`src/include/boot_pkg.sv`:
```
// Constants and types shared by the boot loader and its address mapper
package boot_pkg;
   // ------------------------------------------------------------
   // Destination address map
   // ------------------------------------------------------------
   localparam logic [15:0] XRAM_HI = 16'h11ff;
   localparam logic [15:0] XRAM_FACTORY_BASE_DEF = 16'h1000;
   localparam logic [15:0] IWIN_LO = 16'h7000;
   localparam logic [15:0] IWIN_HI = 16'h70ff;
   localparam logic [15:0] IWR_LO = 16'h7020;
   localparam logic [15:0] IWR_HI = 16'h70ef;
   localparam logic [7:0] IWIN_PAGE = 8'h70;
   localparam logic [7:0] IRAM_CLR_FIRST = 8'h08;
   localparam logic [7:0] IRAM_LAST = 8'hff;
   // ------------------------------------------------------------
   // Retest protection byte layout
   // ------------------------------------------------------------
   localparam int BIT_NVM_LOCK = 7;
   localparam int BIT_EE_LOCK = 6;
   localparam int BIT_RAM_CLEAR = 5;
   localparam logic [7:0] PROT_RESET = 8'h00;
   localparam logic [7:0] EE_LOCKED_DATA = 8'h00;
   // ------------------------------------------------------------
   // NVM and timing
   // ------------------------------------------------------------
   localparam int NVM_BYTES_DEF = 8192;
   localparam int NVM_TAIL = 64;
   localparam int CLK_NS = 25;
   localparam int TICK_NS = 1000;
   localparam int TICK_CYC = (TICK_NS + CLK_NS - 1) / CLK_NS;
   localparam int SEQ_LEN_DEF = 4;
   localparam logic [3:0] RETEST_SEQ_DEF = 4'ha;
   // ------------------------------------------------------------
   // Types
   // ------------------------------------------------------------
   typedef enum logic [1:0] {
      LVL_FACTORY = 2'h0,
      LVL_USER = 2'h1,
      LVL_RUN = 2'h2
   } level_t;
   typedef enum logic [1:0] {
      NVM_RD = 2'h0,
      NVM_WR = 2'h1,
      NVM_CRC_FACTORY = 2'h2,
      NVM_CRC_USER = 2'h3
   } nvm_op_t;
   typedef enum logic [2:0] {
      ST_IDLE = 3'h0,
      ST_SAMPLE = 3'h1,
      ST_LOAD = 3'h3,
      ST_CLR_X = 3'h2,
      ST_CLR_I = 3'h6,
      ST_FINISH = 3'h7,
      ST_DONE = 3'h5
   } state_t;
endpackage

```
`src/include/boot_wr_if.sv`:
```
// Write request from the loader and decoded RAM writes from the mapper
interface boot_wr_if;
   logic req;
   logic clr;
   logic [15:0] addr;
   logic [7:0] data;
   logic xWe;
   logic [12:0] xAddr;
   logic [7:0] xData;
   logic iWe;
   logic [7:0] iAddr;
   logic [7:0] iData;
   logic drop;
   modport src (output req, clr, addr, data, input xWe, xAddr, xData, iWe, iAddr, iData, drop);
   modport map (input req, clr, addr, data, output xWe, xAddr, xData, iWe, iAddr, iData, drop);
endinterface

```
`src/hdl/boot_addr_map.sv`:
```
// Decodes destination addresses into code/xdata RAM and internal RAM writes
module boot_addr_map (
   input wire logic clk,        // System clock
   input wire logic rst_n,      // Synchronous reset
   boot_wr_if.map wr            // Request in, RAM writes out
);
   import boot_pkg::*;

   logic inWin;
   logic inWritable;

   assign inWin = (wr.addr >= IWIN_LO) && (wr.addr <= IWIN_HI);
   // Clearing reaches the whole window; frame loads only the middle part
   assign inWritable = wr.clr || ((wr.addr >= IWR_LO) && (wr.addr <= IWR_HI));

   always_ff @(posedge clk) begin
      if (!rst_n) begin
         wr.xWe <= 1'b0;
         wr.xAddr <= 13'h0000;
         wr.xData <= 8'h00;
         wr.iWe <= 1'b0;
         wr.iAddr <= 8'h00;
         wr.iData <= 8'h00;
         wr.drop <= 1'b0;
      end else begin
         wr.xWe <= 1'b0;
         wr.iWe <= 1'b0;
         wr.drop <= 1'b0;
         if (wr.req) begin
            if (wr.addr <= XRAM_HI) begin
               wr.xWe <= 1'b1;
               wr.xAddr <= wr.addr[12:0];
               wr.xData <= wr.data;
            end else if (inWin && inWritable) begin
               // Only the indirect space: no path reaches the SFRs
               wr.iWe <= 1'b1;
               wr.iAddr <= wr.addr[7:0];
               wr.iData <= wr.data;
            end else begin
               wr.drop <= 1'b1;
            end
         end
      end
   end
endmodule

```
`src/hdl/boot_loader_retest_protection.sv`:
```
// Boot loader: frame copy, retest detection and retest protection
// Function
// - Write each frame byte to its address
// - 0x0000-0x11FF goes to code/xdata RAM
// - 0x7000-0x70FF maps to internal RAM low byte
// - Only 0x7020-0x70EF writable in that window
// - Never write special-function registers this way
// - Load first and all appended user blocks
// - Run state keeps debug port closed
// - Retest pin sequence: load factory region only
// - Finish flag actions before opening debug port
// - Ignore protection flags unless part is Run
// - Kill flag: never open, ignore others (code honours the kill flag only at Run level)
// - RAM clear zeroes xdata RAM below factory
// - RAM clear zeroes internal RAM above bank 0
// - EEPROM lock flag sets EEPROM lock bit
// - Locked EEPROM reads zero, writes discarded
// - NVM lock flag sets NVM lock at end
// - Locked NVM still allows both CRC computations
// - Locked NVM allows only last 64 reads
// - Stored flags fixed; no setting in Run
// - Bits 7/6/5 NVM/EEPROM/RAM, write-once
module boot_loader_retest_protection #(
   parameter logic [15:0] XRAM_FACTORY_BASE = boot_pkg::XRAM_FACTORY_BASE_DEF, // First factory byte
   parameter int NVM_BYTES = boot_pkg::NVM_BYTES_DEF,                         // NVM size in bytes
   parameter int SEQ_LEN = boot_pkg::SEQ_LEN_DEF,                             // Retest pattern length
   parameter logic [3:0] RETEST_SEQ = boot_pkg::RETEST_SEQ_DEF                 // Retest pin pattern
) (
   input wire logic clk,                       // 40 MHz system clock
   input wire logic rst_n,                     // Synchronous reset, active low
   input wire logic bootStart,                 // Pulse: begin boot
   input wire boot_pkg::level_t progLevel,     // Programming level
   input wire logic retestPin,                 // Tester pin, asynchronous
   input wire logic [7:0] protNvmByte,         // Retest protection byte from NVM
   input wire logic debugPortKill,             // Permanent debug port kill flag
   input wire logic protWrReq,                 // Pulse: program protection bits
   input wire logic [7:0] protWrData,          // Bits to program
   input wire logic frameValid,                // Frame byte valid
   input wire logic [15:0] frameAddr,          // Frame byte destination
   input wire logic [7:0] frameData,           // Frame byte payload
   input wire logic frameUser,                 // Byte belongs to a user block
   input wire logic frameEnd,                  // Last byte of the image
   input wire logic [7:0] eeRdData,            // EEPROM read data
   input wire logic eeWrReq,                   // EEPROM write request
   input wire logic nvmReqValid,               // NVM operation request
   input wire boot_pkg::nvm_op_t nvmReqKind,   // NVM operation kind
   input wire logic [12:0] nvmReqAddr,         // NVM read address
   output logic frameReady,                    // Loader takes frame bytes
   output logic xramWe,                        // Code/xdata RAM write strobe
   output logic [12:0] xramAddr,               // Code/xdata RAM address
   output logic [7:0] xramData,                // Code/xdata RAM data
   output logic iramWe,                        // Internal RAM write strobe
   output logic [7:0] iramAddr,                // Internal RAM address
   output logic [7:0] iramData,                // Internal RAM data
   output logic byteDropped,                   // Pulse: byte outside the writable map discarded
   output logic factoryOnly,                   // Retest recognised
   output logic bootDone,                      // Boot finished
   output logic debugPortOpen,                 // Debug port enabled
   output logic eepromLock,                    // EEPROM access lock bit
   output logic nvmLock,                       // NVM access lock bit
   output logic [7:0] eeRdDataOut,             // EEPROM read data to CPU
   output logic eeWrOut,                       // EEPROM write passed on
   output logic nvmGrant,                      // Pulse: NVM operation allowed
   output logic nvmDeny,                       // Pulse: NVM operation refused
   output logic protWrRefused,                 // Pulse: protection write refused
   output logic [7:0] retestProtectionByte     // Stored protection byte
);
   import boot_pkg::*;

   // ------------------------------------------------------------
   // Parameter checks
   // ------------------------------------------------------------
   if (XRAM_FACTORY_BASE == 16'h0000 || XRAM_FACTORY_BASE > XRAM_HI) begin : g_bad_base
      $error("factory base outside code/xdata RAM");
   end
   if (SEQ_LEN < 2 || SEQ_LEN > 4 || NVM_BYTES != 8192) begin : g_bad_len
      $error("unsupported pattern length or NVM size");
   end

   localparam logic [12:0] NVM_TAIL_START = 13'(NVM_BYTES - NVM_TAIL);

   boot_wr_if wr ();

   boot_addr_map u_map (
      .clk(clk),
      .rst_n(rst_n),
      .wr(wr)
   );

   state_t state_r;
   logic pinS1, pinS2, pinS3, pinLevel_r;
   logic [5:0] tickCnt_r;
   logic tick;
   logic [1:0] seqCnt_r;
   logic [3:0] seqShift_r;
   logic [3:0] seqNxt;
   logic runLevel_r, retest_r, kill_r;
   logic [15:0] clrAddr_r;
   logic frameTake;

   // ------------------------------------------------------------
   // Retest pin synchroniser and sample tick
   // ------------------------------------------------------------
   always_ff @(posedge clk) begin
      if (!rst_n) begin
         pinS1 <= 1'b0;
         pinS2 <= 1'b0;
         pinS3 <= 1'b0;
         pinLevel_r <= 1'b0;
      end else begin
         pinS1 <= retestPin;
         pinS2 <= pinS1;
         pinS3 <= pinS2;
         // Change accepted only once two stages agree
         if (pinS2 == pinS3) begin
            pinLevel_r <= pinS3;
         end
      end
   end

   always_ff @(posedge clk) begin
      if (!rst_n || state_r != ST_SAMPLE) begin
         tickCnt_r <= 6'h00;
      end else if (tickCnt_r == 6'(TICK_CYC - 1)) begin
         tickCnt_r <= 6'h00;
      end else begin
         tickCnt_r <= tickCnt_r + 6'h01;
      end
   end
   assign tick = (state_r == ST_SAMPLE) && (tickCnt_r == 6'(TICK_CYC - 1));
   assign seqNxt = {seqShift_r[2:0], pinLevel_r};
   assign frameTake = frameValid && frameReady;

   // ------------------------------------------------------------
   // Boot sequencer
   // ------------------------------------------------------------
   always_ff @(posedge clk) begin
      if (!rst_n) begin
         state_r <= ST_IDLE;
         seqCnt_r <= 2'h0;
         seqShift_r <= 4'h0;
         runLevel_r <= 1'b0;
         retest_r <= 1'b0;
         kill_r <= 1'b0;
         clrAddr_r <= 16'h0000;
         frameReady <= 1'b0;
         bootDone <= 1'b0;
      end else begin
         case (state_r)
            ST_IDLE: begin
               if (bootStart) begin
                  state_r <= ST_SAMPLE;
                  runLevel_r <= (progLevel == LVL_RUN);
                  kill_r <= debugPortKill && (progLevel == LVL_RUN);
                  seqCnt_r <= 2'h0;
                  seqShift_r <= 4'h0;
               end
            end
            ST_SAMPLE: begin
               if (tick) begin
                  seqShift_r <= seqNxt;
                  seqCnt_r <= seqCnt_r + 2'h1;
                  if (seqCnt_r == 2'(SEQ_LEN - 1)) begin
                     // Only a Run part can be pulled into retest
                     retest_r <= runLevel_r && (seqNxt[SEQ_LEN-1:0] == RETEST_SEQ[SEQ_LEN-1:0]);
                     state_r <= ST_LOAD;
                     frameReady <= 1'b1;
                  end
               end
            end
            ST_LOAD: begin
               // User blocks keep coming until the image ends
               if (frameTake && frameEnd) begin
                  frameReady <= 1'b0;
                  if (retest_r && !kill_r && retestProtectionByte[BIT_RAM_CLEAR]) begin
                     state_r <= ST_CLR_X;
                     clrAddr_r <= 16'h0000;
                  end else begin
                     state_r <= ST_FINISH;
                  end
               end
            end
            ST_CLR_X: begin
               if (clrAddr_r == XRAM_FACTORY_BASE - 16'h0001) begin
                  state_r <= ST_CLR_I;
                  clrAddr_r <= {IWIN_PAGE, IRAM_CLR_FIRST};
               end else begin
                  clrAddr_r <= clrAddr_r + 16'h0001;
               end
            end
            ST_CLR_I: begin
               if (clrAddr_r[7:0] == IRAM_LAST) begin
                  state_r <= ST_FINISH;
               end else begin
                  clrAddr_r <= clrAddr_r + 16'h0001;
               end
            end
            ST_FINISH: begin
               bootDone <= 1'b1;
               state_r <= ST_DONE;
            end
            ST_DONE: begin
               state_r <= ST_DONE;
            end
            default: begin
               state_r <= ST_IDLE;
            end
         endcase
      end
   end

   // ------------------------------------------------------------
   // Write requests toward the address mapper
   // ------------------------------------------------------------
   always_comb begin
      wr.req = 1'b0;
      wr.clr = 1'b0;
      wr.addr = frameAddr;
      wr.data = frameData;
      if (state_r == ST_LOAD) begin
         // In retest the user blocks are read but never land
         wr.req = frameTake && !(frameUser && retest_r);
      end else if (state_r == ST_CLR_X || state_r == ST_CLR_I) begin
         wr.req = 1'b1;
         wr.clr = 1'b1;
         wr.addr = clrAddr_r;
         wr.data = 8'h00;
      end
   end

   assign xramWe = wr.xWe;
   assign xramAddr = wr.xAddr;
   assign xramData = wr.xData;
   assign iramWe = wr.iWe;
   assign iramAddr = wr.iAddr;
   assign iramData = wr.iData;
   assign byteDropped = wr.drop;

   // ------------------------------------------------------------
   // Protection byte and lock bits
   // ------------------------------------------------------------
   always_ff @(posedge clk) begin
      if (!rst_n) begin
         retestProtectionByte <= PROT_RESET;
         protWrRefused <= 1'b0;
      end else begin
         protWrRefused <= 1'b0;
         if (state_r == ST_IDLE && bootStart) begin
            retestProtectionByte <= protNvmByte;
         end else if (protWrReq) begin
            if (runLevel_r) begin
               protWrRefused <= 1'b1;
            end else begin
               // Bits only ever go from zero to one
               retestProtectionByte <= retestProtectionByte | protWrData;
            end
         end
      end
   end

   always_ff @(posedge clk) begin
      if (!rst_n) begin
         eepromLock <= 1'b0;
         nvmLock <= 1'b0;
         factoryOnly <= 1'b0;
         debugPortOpen <= 1'b0;
      end else if (state_r == ST_FINISH) begin
         factoryOnly <= retest_r;
         // Flags count only in retest of a Run part, never after a kill
         eepromLock <= retest_r && !kill_r && retestProtectionByte[BIT_EE_LOCK];
         nvmLock <= retest_r && !kill_r && retestProtectionByte[BIT_NVM_LOCK];
      end else if (state_r == ST_DONE) begin
         // Opens one cycle after every lock and clear has finished
         debugPortOpen <= !kill_r && (!runLevel_r || retest_r);
      end
   end

   // ------------------------------------------------------------
   // EEPROM and NVM access gates
   // ------------------------------------------------------------
   always_ff @(posedge clk) begin
      if (!rst_n) begin
         eeRdDataOut <= EE_LOCKED_DATA;
         eeWrOut <= 1'b0;
      end else begin
         eeRdDataOut <= eepromLock ? EE_LOCKED_DATA : eeRdData;
         eeWrOut <= eeWrReq && !eepromLock;
      end
   end

   always_ff @(posedge clk) begin
      if (!rst_n) begin
         nvmGrant <= 1'b0;
         nvmDeny <= 1'b0;
      end else if (!nvmReqValid) begin
         nvmGrant <= 1'b0;
         nvmDeny <= 1'b0;
      end else if (!nvmLock) begin
         nvmGrant <= 1'b1;
         nvmDeny <= 1'b0;
      end else begin
         case (nvmReqKind)
            NVM_CRC_FACTORY, NVM_CRC_USER: begin
               nvmGrant <= 1'b1;
               nvmDeny <= 1'b0;
            end
            NVM_RD: begin
               nvmGrant <= nvmReqAddr >= NVM_TAIL_START;
               nvmDeny <= nvmReqAddr < NVM_TAIL_START;
            end
            default: begin
               nvmGrant <= 1'b0;
               nvmDeny <= 1'b1;
            end
         endcase
      end
   end
endmodule

```
`config.mk`:
```
export PLATFORM = sky130hd
export DESIGN_NAME = boot_loader_retest_protection
export DESIGN_NICKNAME = d
export VERILOG_FILES = /design/src/include/boot_pkg.sv /design/src/include/boot_wr_if.sv /design/src/hdl/boot_addr_map.sv /design/src/hdl/boot_loader_retest_protection.sv
export SDC_FILE = /design/constraint.sdc
export NUM_CORES = 1
export LEC_CHECK = 0
export ABC_AREA = 1
export BUFFER_PORTS_ARGS = -buffer_cell sky130_fd_sc_hd__buf_2
export CORE_MARGIN = 3
export CORE_UTILIZATION = 45
export DETAILED_ROUTE_END_ITERATION = 12
export GPL_TIMING_DRIVEN = 0
export MAX_ROUTING_LAYER = met4
export PLACE_DENSITY = 0.74
export SETUP_SLACK_MARGIN = 0.1
export SYNTH_ARGS = -nofsm -noshare
export SYNTH_HDL_FRONTEND = slang
export SYNTH_SLANG_ARGS = --single-unit
```
`constraint.sdc`:
```
create_clock -name clk -period 1.5 [get_ports clk]
set_input_delay 0.075 -clock clk [delete_from_list [all_inputs] [get_ports clk]]
set_output_delay 0.075 -clock clk [all_outputs]
set_load 0.02 [all_outputs]
```
==> results of run 1 <==
-- placed cells by master, fill, tap and decap left out, drive strengths merged --
cell	netlist	routed
buf	22	220
nand2	193	193
nor2	108	108
dfxtp	103	103
inv	103	103
a21oi	55	55
nand4	31	31
dlygate4sd3	0	31
nand3	31	31
o21ai	23	23
clkbuf	7	17
nor3	5	5
a311oi	5	5
a211oi	4	4
ha	3	3
clkinv	0	3
mux2i	2	2
a31oi	2	2
bufinv	0	2
or2	1	1
o311ai	1	1
and3	1	1
o21bai	1	1
and2	1	1
nand3b	1	1
xor2	1	1
a221oi	1	1
o211ai	1	1
nor3b	1	1
o31ai	1	1
-- final cells by class --
class / instances / area (um2) / area share, %
multi-input cells: 473 / 2818 / 37.36
flip-flops and latches: 103 / 2081 / 27.59
repair buffers: 229 / 1585 / 21.02
inverters: 103 / 409.1 / 5.425
plain buffers: 29 / 269.0 / 3.567
well taps: 136 / 170.2 / 2.256
clock buffers: 10 / 127.6 / 1.692
clock inverters: 5 / 82.58 / 1.095
-- worst max-delay path by stage --
stage / slack [ps] / cells past startpoint / startpoint / end
6_report: -390 / 14 / state_r[0] / u_map.wr.iAddr[0]
5_1_grt: -480 / 14 / state_r[0] / u_map.wr.iAddr[0]
4_1_cts: -250 / 14 / state_r[0] / u_map.wr.iAddr[1]
3_5_place_dp: -390 / 10 / state_r[0] / u_map.wr.xAddr[0]
3_3_place_gp: -360 / 10 / state_r[0] / u_map.wr.xAddr[0]
2_1_floorplan: -90 / 13 / state_r[0] / u_map.wr.iAddr[2]
-- critical path, cell delays in order, from the launching register on --
cell      delay (ps)
dfxtp_2          350
buf_8            120
clkinv_8          70
nand2_8          100
buf_12           130
nand2_1           60
nand2_2           80
nor2_1            50
nand2_1           80
nand2_1           90
nand2_2          130
nand3_4          140
buf_4            200
nor2_1           130
nor2_1            70
-- cells in the mapped netlist, drive strengths merged --
cell type,n
a211oi,4
a21oi,55
a221oi,1
a311oi,5
a31oi,2
and2,1
and3,1
buf,22
clkbuf,7
dfxtp,103
ha,3
inv,103
mux2i,2
nand2,193
nand3,31
nand3b,1
nand4,31
nor2,108
nor3,5
nor3b,1
o211ai,1
o21ai,23
o21bai,1
o311ai,1
o31ai,1
or2,1
xor2,1
-- state kept, by name, indices dropped and copies added (netlist names), 3 cells and up, named ones only --
register	flops
u_map.wr.xData	8
u_map.wr.xAddr	13
retestProtectionByte	8
u_map.wr.iData	8
eeRdDataOut	8
seqShift_r	3
u_map.wr.iAddr	8
clrAddr_r	16
tickCnt_r	6
-- timing repair --
item                                   CTS  global route
setup endpoints to repair               77            78
endpoints found under the hold margin   23             0
setup buffers                           32            21
hold buffers                            31             0
pin swaps                               34            53
gates cloned                            10             1
resized for setup                      122           111
-- per-stage QoR --
stage          cell area (um2)  utilization, %  hold slack (ps)  setup slack (ps)
2_1_floorplan             4883               -            172.6            -92.55
3_3_place_gp              5724           55.20            257.1            -364.7
3_5_place_dp              5724           55.20            263.1            -393.7
4_1_cts                   6989           67.40            25.84            -251.9
5_1_grt                   7542           72.73            60.26            -483.1
6_report                  7542           72.73            37.58            -394.9
-- layer usage --
| metal | track usage, % | vias up | wire length (um) |
|---|---|---|---|
| li1 | - | 2728 | - |
| met1 | 32.00 | 2675 | 6646 |
| met2 | 44.68 | 370 | 8608 |
| met3 | 4.932 | 93 | 1540 |
| met4 | 9.172 | 0 | 775 |
| met5 | - | - | 0 |
-- cell families (layout without fill, tap and decap cells) --
kind of cell    count (synthesis)  count (layout)  synth area share [%]
fa+ha+maj                       3               3                0.7787
buf+inv                       132             376                 11.89
compound gates                 94              94                 10.72
flops                         103             103                 42.77
xor+xnor                        1               1                0.1817
mux                             2               2                0.4153
simple gates                  373             373                 33.25
-- power by group --
part           internal (W)  total, W  switching (W)
sequential          0.00289   0.00301       0.000117
combinational       0.00162   0.00371        0.00210
clock              0.000940   0.00196        0.00102
==> qor.yml, run 1 <==
drc: 0
die_width_um: 109.5
startpoint_type: "flip-flop"
ys_ff_latch: 103
rows: 37
powerDensity_nw_per_um2: 1151
fin_crit_ps: 1895
r2r_slack_ps: -390
ant_nets: 0
layout.cells.non_filler: 1088
hold_violations: 0
critPathKind: "reg2reg"
clk_latency_ps: 380
grt-ovfl-total: 0
grtUsageTotal_pct: 26.56
worstPathRequired_ps: 1770
core_area_um2: 10370
crit_path_end_kind: "flip-flop"
p_total_w: 0.008683
cts_tree: "built"
synth_warnings: 0
vias_per_cell: 5.392
drt_iter0_drc: 444
clk_pin_slew_ps: 100
initial_core_util_pct: 46.49
n_antenna_cell: 0
grt_max_degree: 17
syn_area_um2: 4821
final.period_utilization_pct: 126.3
fill_cells: 747
vdd.ir_drop.worst_mv: 0.8607
violations: "negative setup slack"
whs_path_depth: 5
synth_area_leaders: "dfxtp_1, nand2_1, nor2_1, inv_1, a21oi_1"
leakage_nw: 3.574
tightest_slew_ps: 857.6
slew-limit-headroom_pct: 42.83
dp.cells: 978
io_buffers: 134
skew_ps: 10.99
r2r_end: "u_map.wr.iAddr[0]"
yosysTopAreaCell: "dfxtp_1"
setup_viol: 68
grt_pass1_vias: 5220
htree_levels: 3
via_count: 5866
wl_um: 17570
cts_root_buf: "clkbuf_8"
dp_hpwl_um: 9964
synth_nets: 787
wire_per_inst_um: 16.15
syn_inst: 708
grt_antenna_before_repair: 0
min-delay-path-class: "in2reg"
hp-start: "progLevel[1]"
cts.path.max_buffers: 2
worstPathMaxFanout: 8
status: "complete, but fails checks"
gp_congestion: 0.9041
rr_startpoint: "state_r[0]"
cts_sinks: 103
rsz0062_at_grt: "yes"
maxCapViolCount: 0
syn_to_final_growth_pct: 56.45
reg2reg_depth: 14
synth_cell_type_count: 39
drv_slew: 0
tns_ps: -16830
num_io_pins: 142
drive_gt1_share_pct: 42.23
die_h_um: 109.5
fmax_mhz: 527.7
syn_avg_cell_area_um2: 6.809
drt-pass1-iter-count: 5
min_to: "runLevel_r"
grt_first_pass_wirelength_um: 24450
layout.nets: 1027
arrival_ps: 2170
numCtsBuffers: 9
synth_top_area_share_pct: 42.77
die_area_um2: 11990
setup_ws_ps: -394.9
seq_area_frac_synth_pct: 42.77
Power figures use the tool's default switching activity.
==> run 2: changes to the inputs <==
--- a/config.mk
+++ b/config.mk
@@ -5,14 +5,15 @@
 export SDC_FILE = /design/constraint.sdc
 export NUM_CORES = 1
 export LEC_CHECK = 0
-export ABC_AREA = 1
+export ABC_AREA = 0
 export BUFFER_PORTS_ARGS = -buffer_cell sky130_fd_sc_hd__buf_2
 export CORE_MARGIN = 3
-export CORE_UTILIZATION = 45
+export CORE_UTILIZATION = 46
+export CTS_CLUSTER_SIZE = 16
 export DETAILED_ROUTE_END_ITERATION = 12
 export GPL_TIMING_DRIVEN = 0
 export MAX_ROUTING_LAYER = met4
-export PLACE_DENSITY = 0.74
+export PLACE_DENSITY = 0.76
 export SETUP_SLACK_MARGIN = 0.1
 export SYNTH_ARGS = -nofsm -noshare
 export SYNTH_HDL_FRONTEND = slang
==> run 2 against run 1 <==
The flow finishes with violations (negative hold slack, negative setup slack); global-route usage increased by 1.5 points; combinational power decreased by 63%; via count decreased by 5.3%; final area decreased by 2.2%; utilization increased by 5.6 points; largest cell class unchanged; non-clock buffer count increased by 9; clock-buffer cell count unchanged; critical endpoint is now clrAddr_r[5]; highest routed layer unchanged; sequential power decreased by 5%; cell count decreased by 15%; setup slack got worse by 110 ps; critical path depth decreased by 8.
==> qor.yml, run 2 <==
rsz0062_at_grt: "yes"
core_area_um2: 9415
grt_antenna_before_repair: 0
fill_cells: 551
synth_most_common_cell: "nand2_1"
synth_warnings: 0
multi_input_area_um2: 2942
grt_pass1_vias: 5165
htree_levels: 3
wl_um: 18800
yosysTopAreaCell: "dfxtp_1"
final.period_utilization_pct: 133.7
powerDensity_nw_per_um2: 821.5
maxCapViolCount: 0
min-delay-path-class: "in2reg"
fin_crit_ps: 2006
fmax_mhz: 498.5
synth_edf_count: 0
dp_hpwl_um: 9793
synthAdderAreaFrac_pct: 0.8301
layout_commonest_cell: "buf_2"
syn_to_final_growth_pct: 63.06
layout.nets: 869
drv_slew: 0
worstPathMaxFanout: 6
drive_gt1_share_pct: 46.92
drt-pass1-iter-count: 8
synth_cell_type_count: 55
synthMuxAreaShare_pct: 7.443
die_width_um: 105.1
critPathKind: "reg2reg"
status: "complete, but fails checks"
leakage_nw: 3.128
syn_inst: 547
startpoint_type: "flip-flop"
dp.cells: 811
hold_violations: 5
die_h_um: 105.1
die_area_um2: 11060
reg.largest.list: "clrAddr_r (16), u_map.wr.xAddr (13)"
gp_congestion: 0.8871
holdWs_ps: -13.40
crit_path_max_incr_delay_ps: 520
ff_latch_area_um2: 2115
synth-async-reset-ratio_pct: 0
grt_max_degree: 19
synth_top_area_share_pct: 45.60
arrival_ps: 2320
seq_area_frac_synth_pct: 45.60
grtUsageTotal_pct: 28.08
layout.cells.non_filler: 924
crit_start: "state_r[2]"
initial_core_util_pct: 48.03
via_count: 5555
syn_avg_cell_area_um2: 8.267
cts_sinks: 103
vias_per_cell: 6.012
tightest_slew_ps: 805.8
yosys-top-cells-count: "nand2_1, dfxtp_1, a21oi_1, nor2_1, mux2i_1"
num_io_pins: 142
setup_viol: 83
synth-compound-area-share_pct: 13.31
n_antenna_cell: 0
setup_ws_ps: -506.0
synth_xor_xnor_area_share_pct: 0.7748
clk_latency_ps: 390
cts.path.max_buffers: 2
worst_path_max_delay_cell: "or4_1"
wire_per_inst_um: 20.35
violations: "negative hold slack, negative setup slack"
clk_pin_slew_ps: 110
numCtsBuffers: 9
synth_nets: 626
largest_reg_flops: 16
synth_top_family_by_area: "simple AND/OR/NAND/NOR gates"
hp-start: "protWrData[3]"
synth-main-ff-cell: "dfxtp_1"
drt_iter0_drc: 676
syn_area_um2: 4522
cts_tree: "built"
crit_path_end_kind: "flip-flop"
regMostFlops: "clrAddr_r"
cts_root_buf: "clkbuf_8"
drc: 0
grt-ovfl-total: 0
synth_area_leaders: "dfxtp_1, nand2_1, mux2i_1, a21oi_1, nand3_1"
path_cells: "nor2_2 -> a311oi_4 -> a211o_1 -> buf_6 -> or4_1 -> a21oi_1"
yosys.area_share.simple_pct: 28.28
worstPathRequired_ps: 1810
ys_ff_latch: 103
rr_startpoint: "state_r[2]"
grt_first_pass_wirelength_um: 24780
rows: 35
io_buffers: 135
vdd.ir_drop.worst_mv: 0.5679
skew_ps: 18.25
slew-limit-headroom_pct: 46.28
layout_common_cells: "buf_2, nand2_1, dfxtp_1, buf_4, dlygate4sd3_1"
ant_nets: 0
-- run 2: changes by cell type after synthesis, moves of 9 or more --
cell | before | now
inv_1 | 98 | 6
nand2_1 | 186 | 113
nor2_1 | 102 | 32
mux2i_1 | 2 | 31
nand4_1 | 31 | 8
clkbuf_1 | 7 | 26
and2_1 | 1 | 16
a21oi_1 | 55 | 41
or4_1 | 0 | 9
-- run 2: path summary, 6_finish.rpt --
kind                                           endpoint  slack [ps]  cells after the start
worst max-delay path                       clrAddr_r[5]        -510                      6
worst min-delay path            retestProtectionByte[3]         -10                      3
worst max register to register             clrAddr_r[5]        -510                      6
worst min register to register                    pinS2         440                      1
-- run 2: critical path: cells and delay by family, from the launching register on --
kind / cells / cell delay (ps)
DFF: 1 / 390
AOI/OAI and AO/OA: 3 / 590
buffers and inverters: 1 / 160
and+or+nand+nor: 2 / 800
-- run 2: layout make-up --
class	instances	share of cell area [%]
clock inverters	6	0.6957
inverters	6	0.3903
multi-input cells	403	39.89
repair buffers	234	22.01
clock buffers	10	2.019
plain buffers	33	4.124
flip-flops and latches	103	28.68
well taps	129	2.189
-- run 2: cell families after synthesis --
kind of cell    count (synthesis)
compound gates                103
simple gates                  260
buf+inv                        41
xor+xnor                        4
mux                            33
flops                         103
fa+ha+maj                       3
-- run 2: metrics by stage --
step	setup WS, ps	instance area, um2	total power, W	TNS, ps	utilization, %
after floorplan	-255.5	4823	0.003446	-4593	-
after global placement	-445.3	5660	0.003713	-14510	60.12
after detailed placement	-475.7	5660	0.003731	-15930	60.12
after CTS	-350.5	6829	0.005698	-12240	72.53
after global routing	-560.8	7373	0.006213	-31270	78.31
final	-506.0	7373	0.006057	-25620	78.31
-- run 2: timing repair --
item / in CTS / in global routing
setup buffers: 38 / 24
endpoints found under the hold margin: 30 / 0
gates cloned: 5 / 3
hold buffers: 31 / 0
setup endpoints to repair: 80 / 84
pin swaps: 34 / 35
gates resized for setup: 83 / 100
-- run 2: where the power goes --
part | internal (W) | total [W] | switching, W
Sequential | 0.00279 | 0.00285 | 0.0000572
Clock | 0.000730 | 0.00182 | 0.00109
Combinational | 0.000651 | 0.00139 | 0.000741
-- run 2: per-layer routing --
metal / up-vias / part of all wire [%] / GRT usage (%)
li1: 2410 / - / -
met4: 0 / 6.6 / 10.40
met5: - / 0 / -
met3: 151 / 9.4 / 5.435
met2: 438 / 48 / 48.58
met1: 2556 / 36 / 32.24
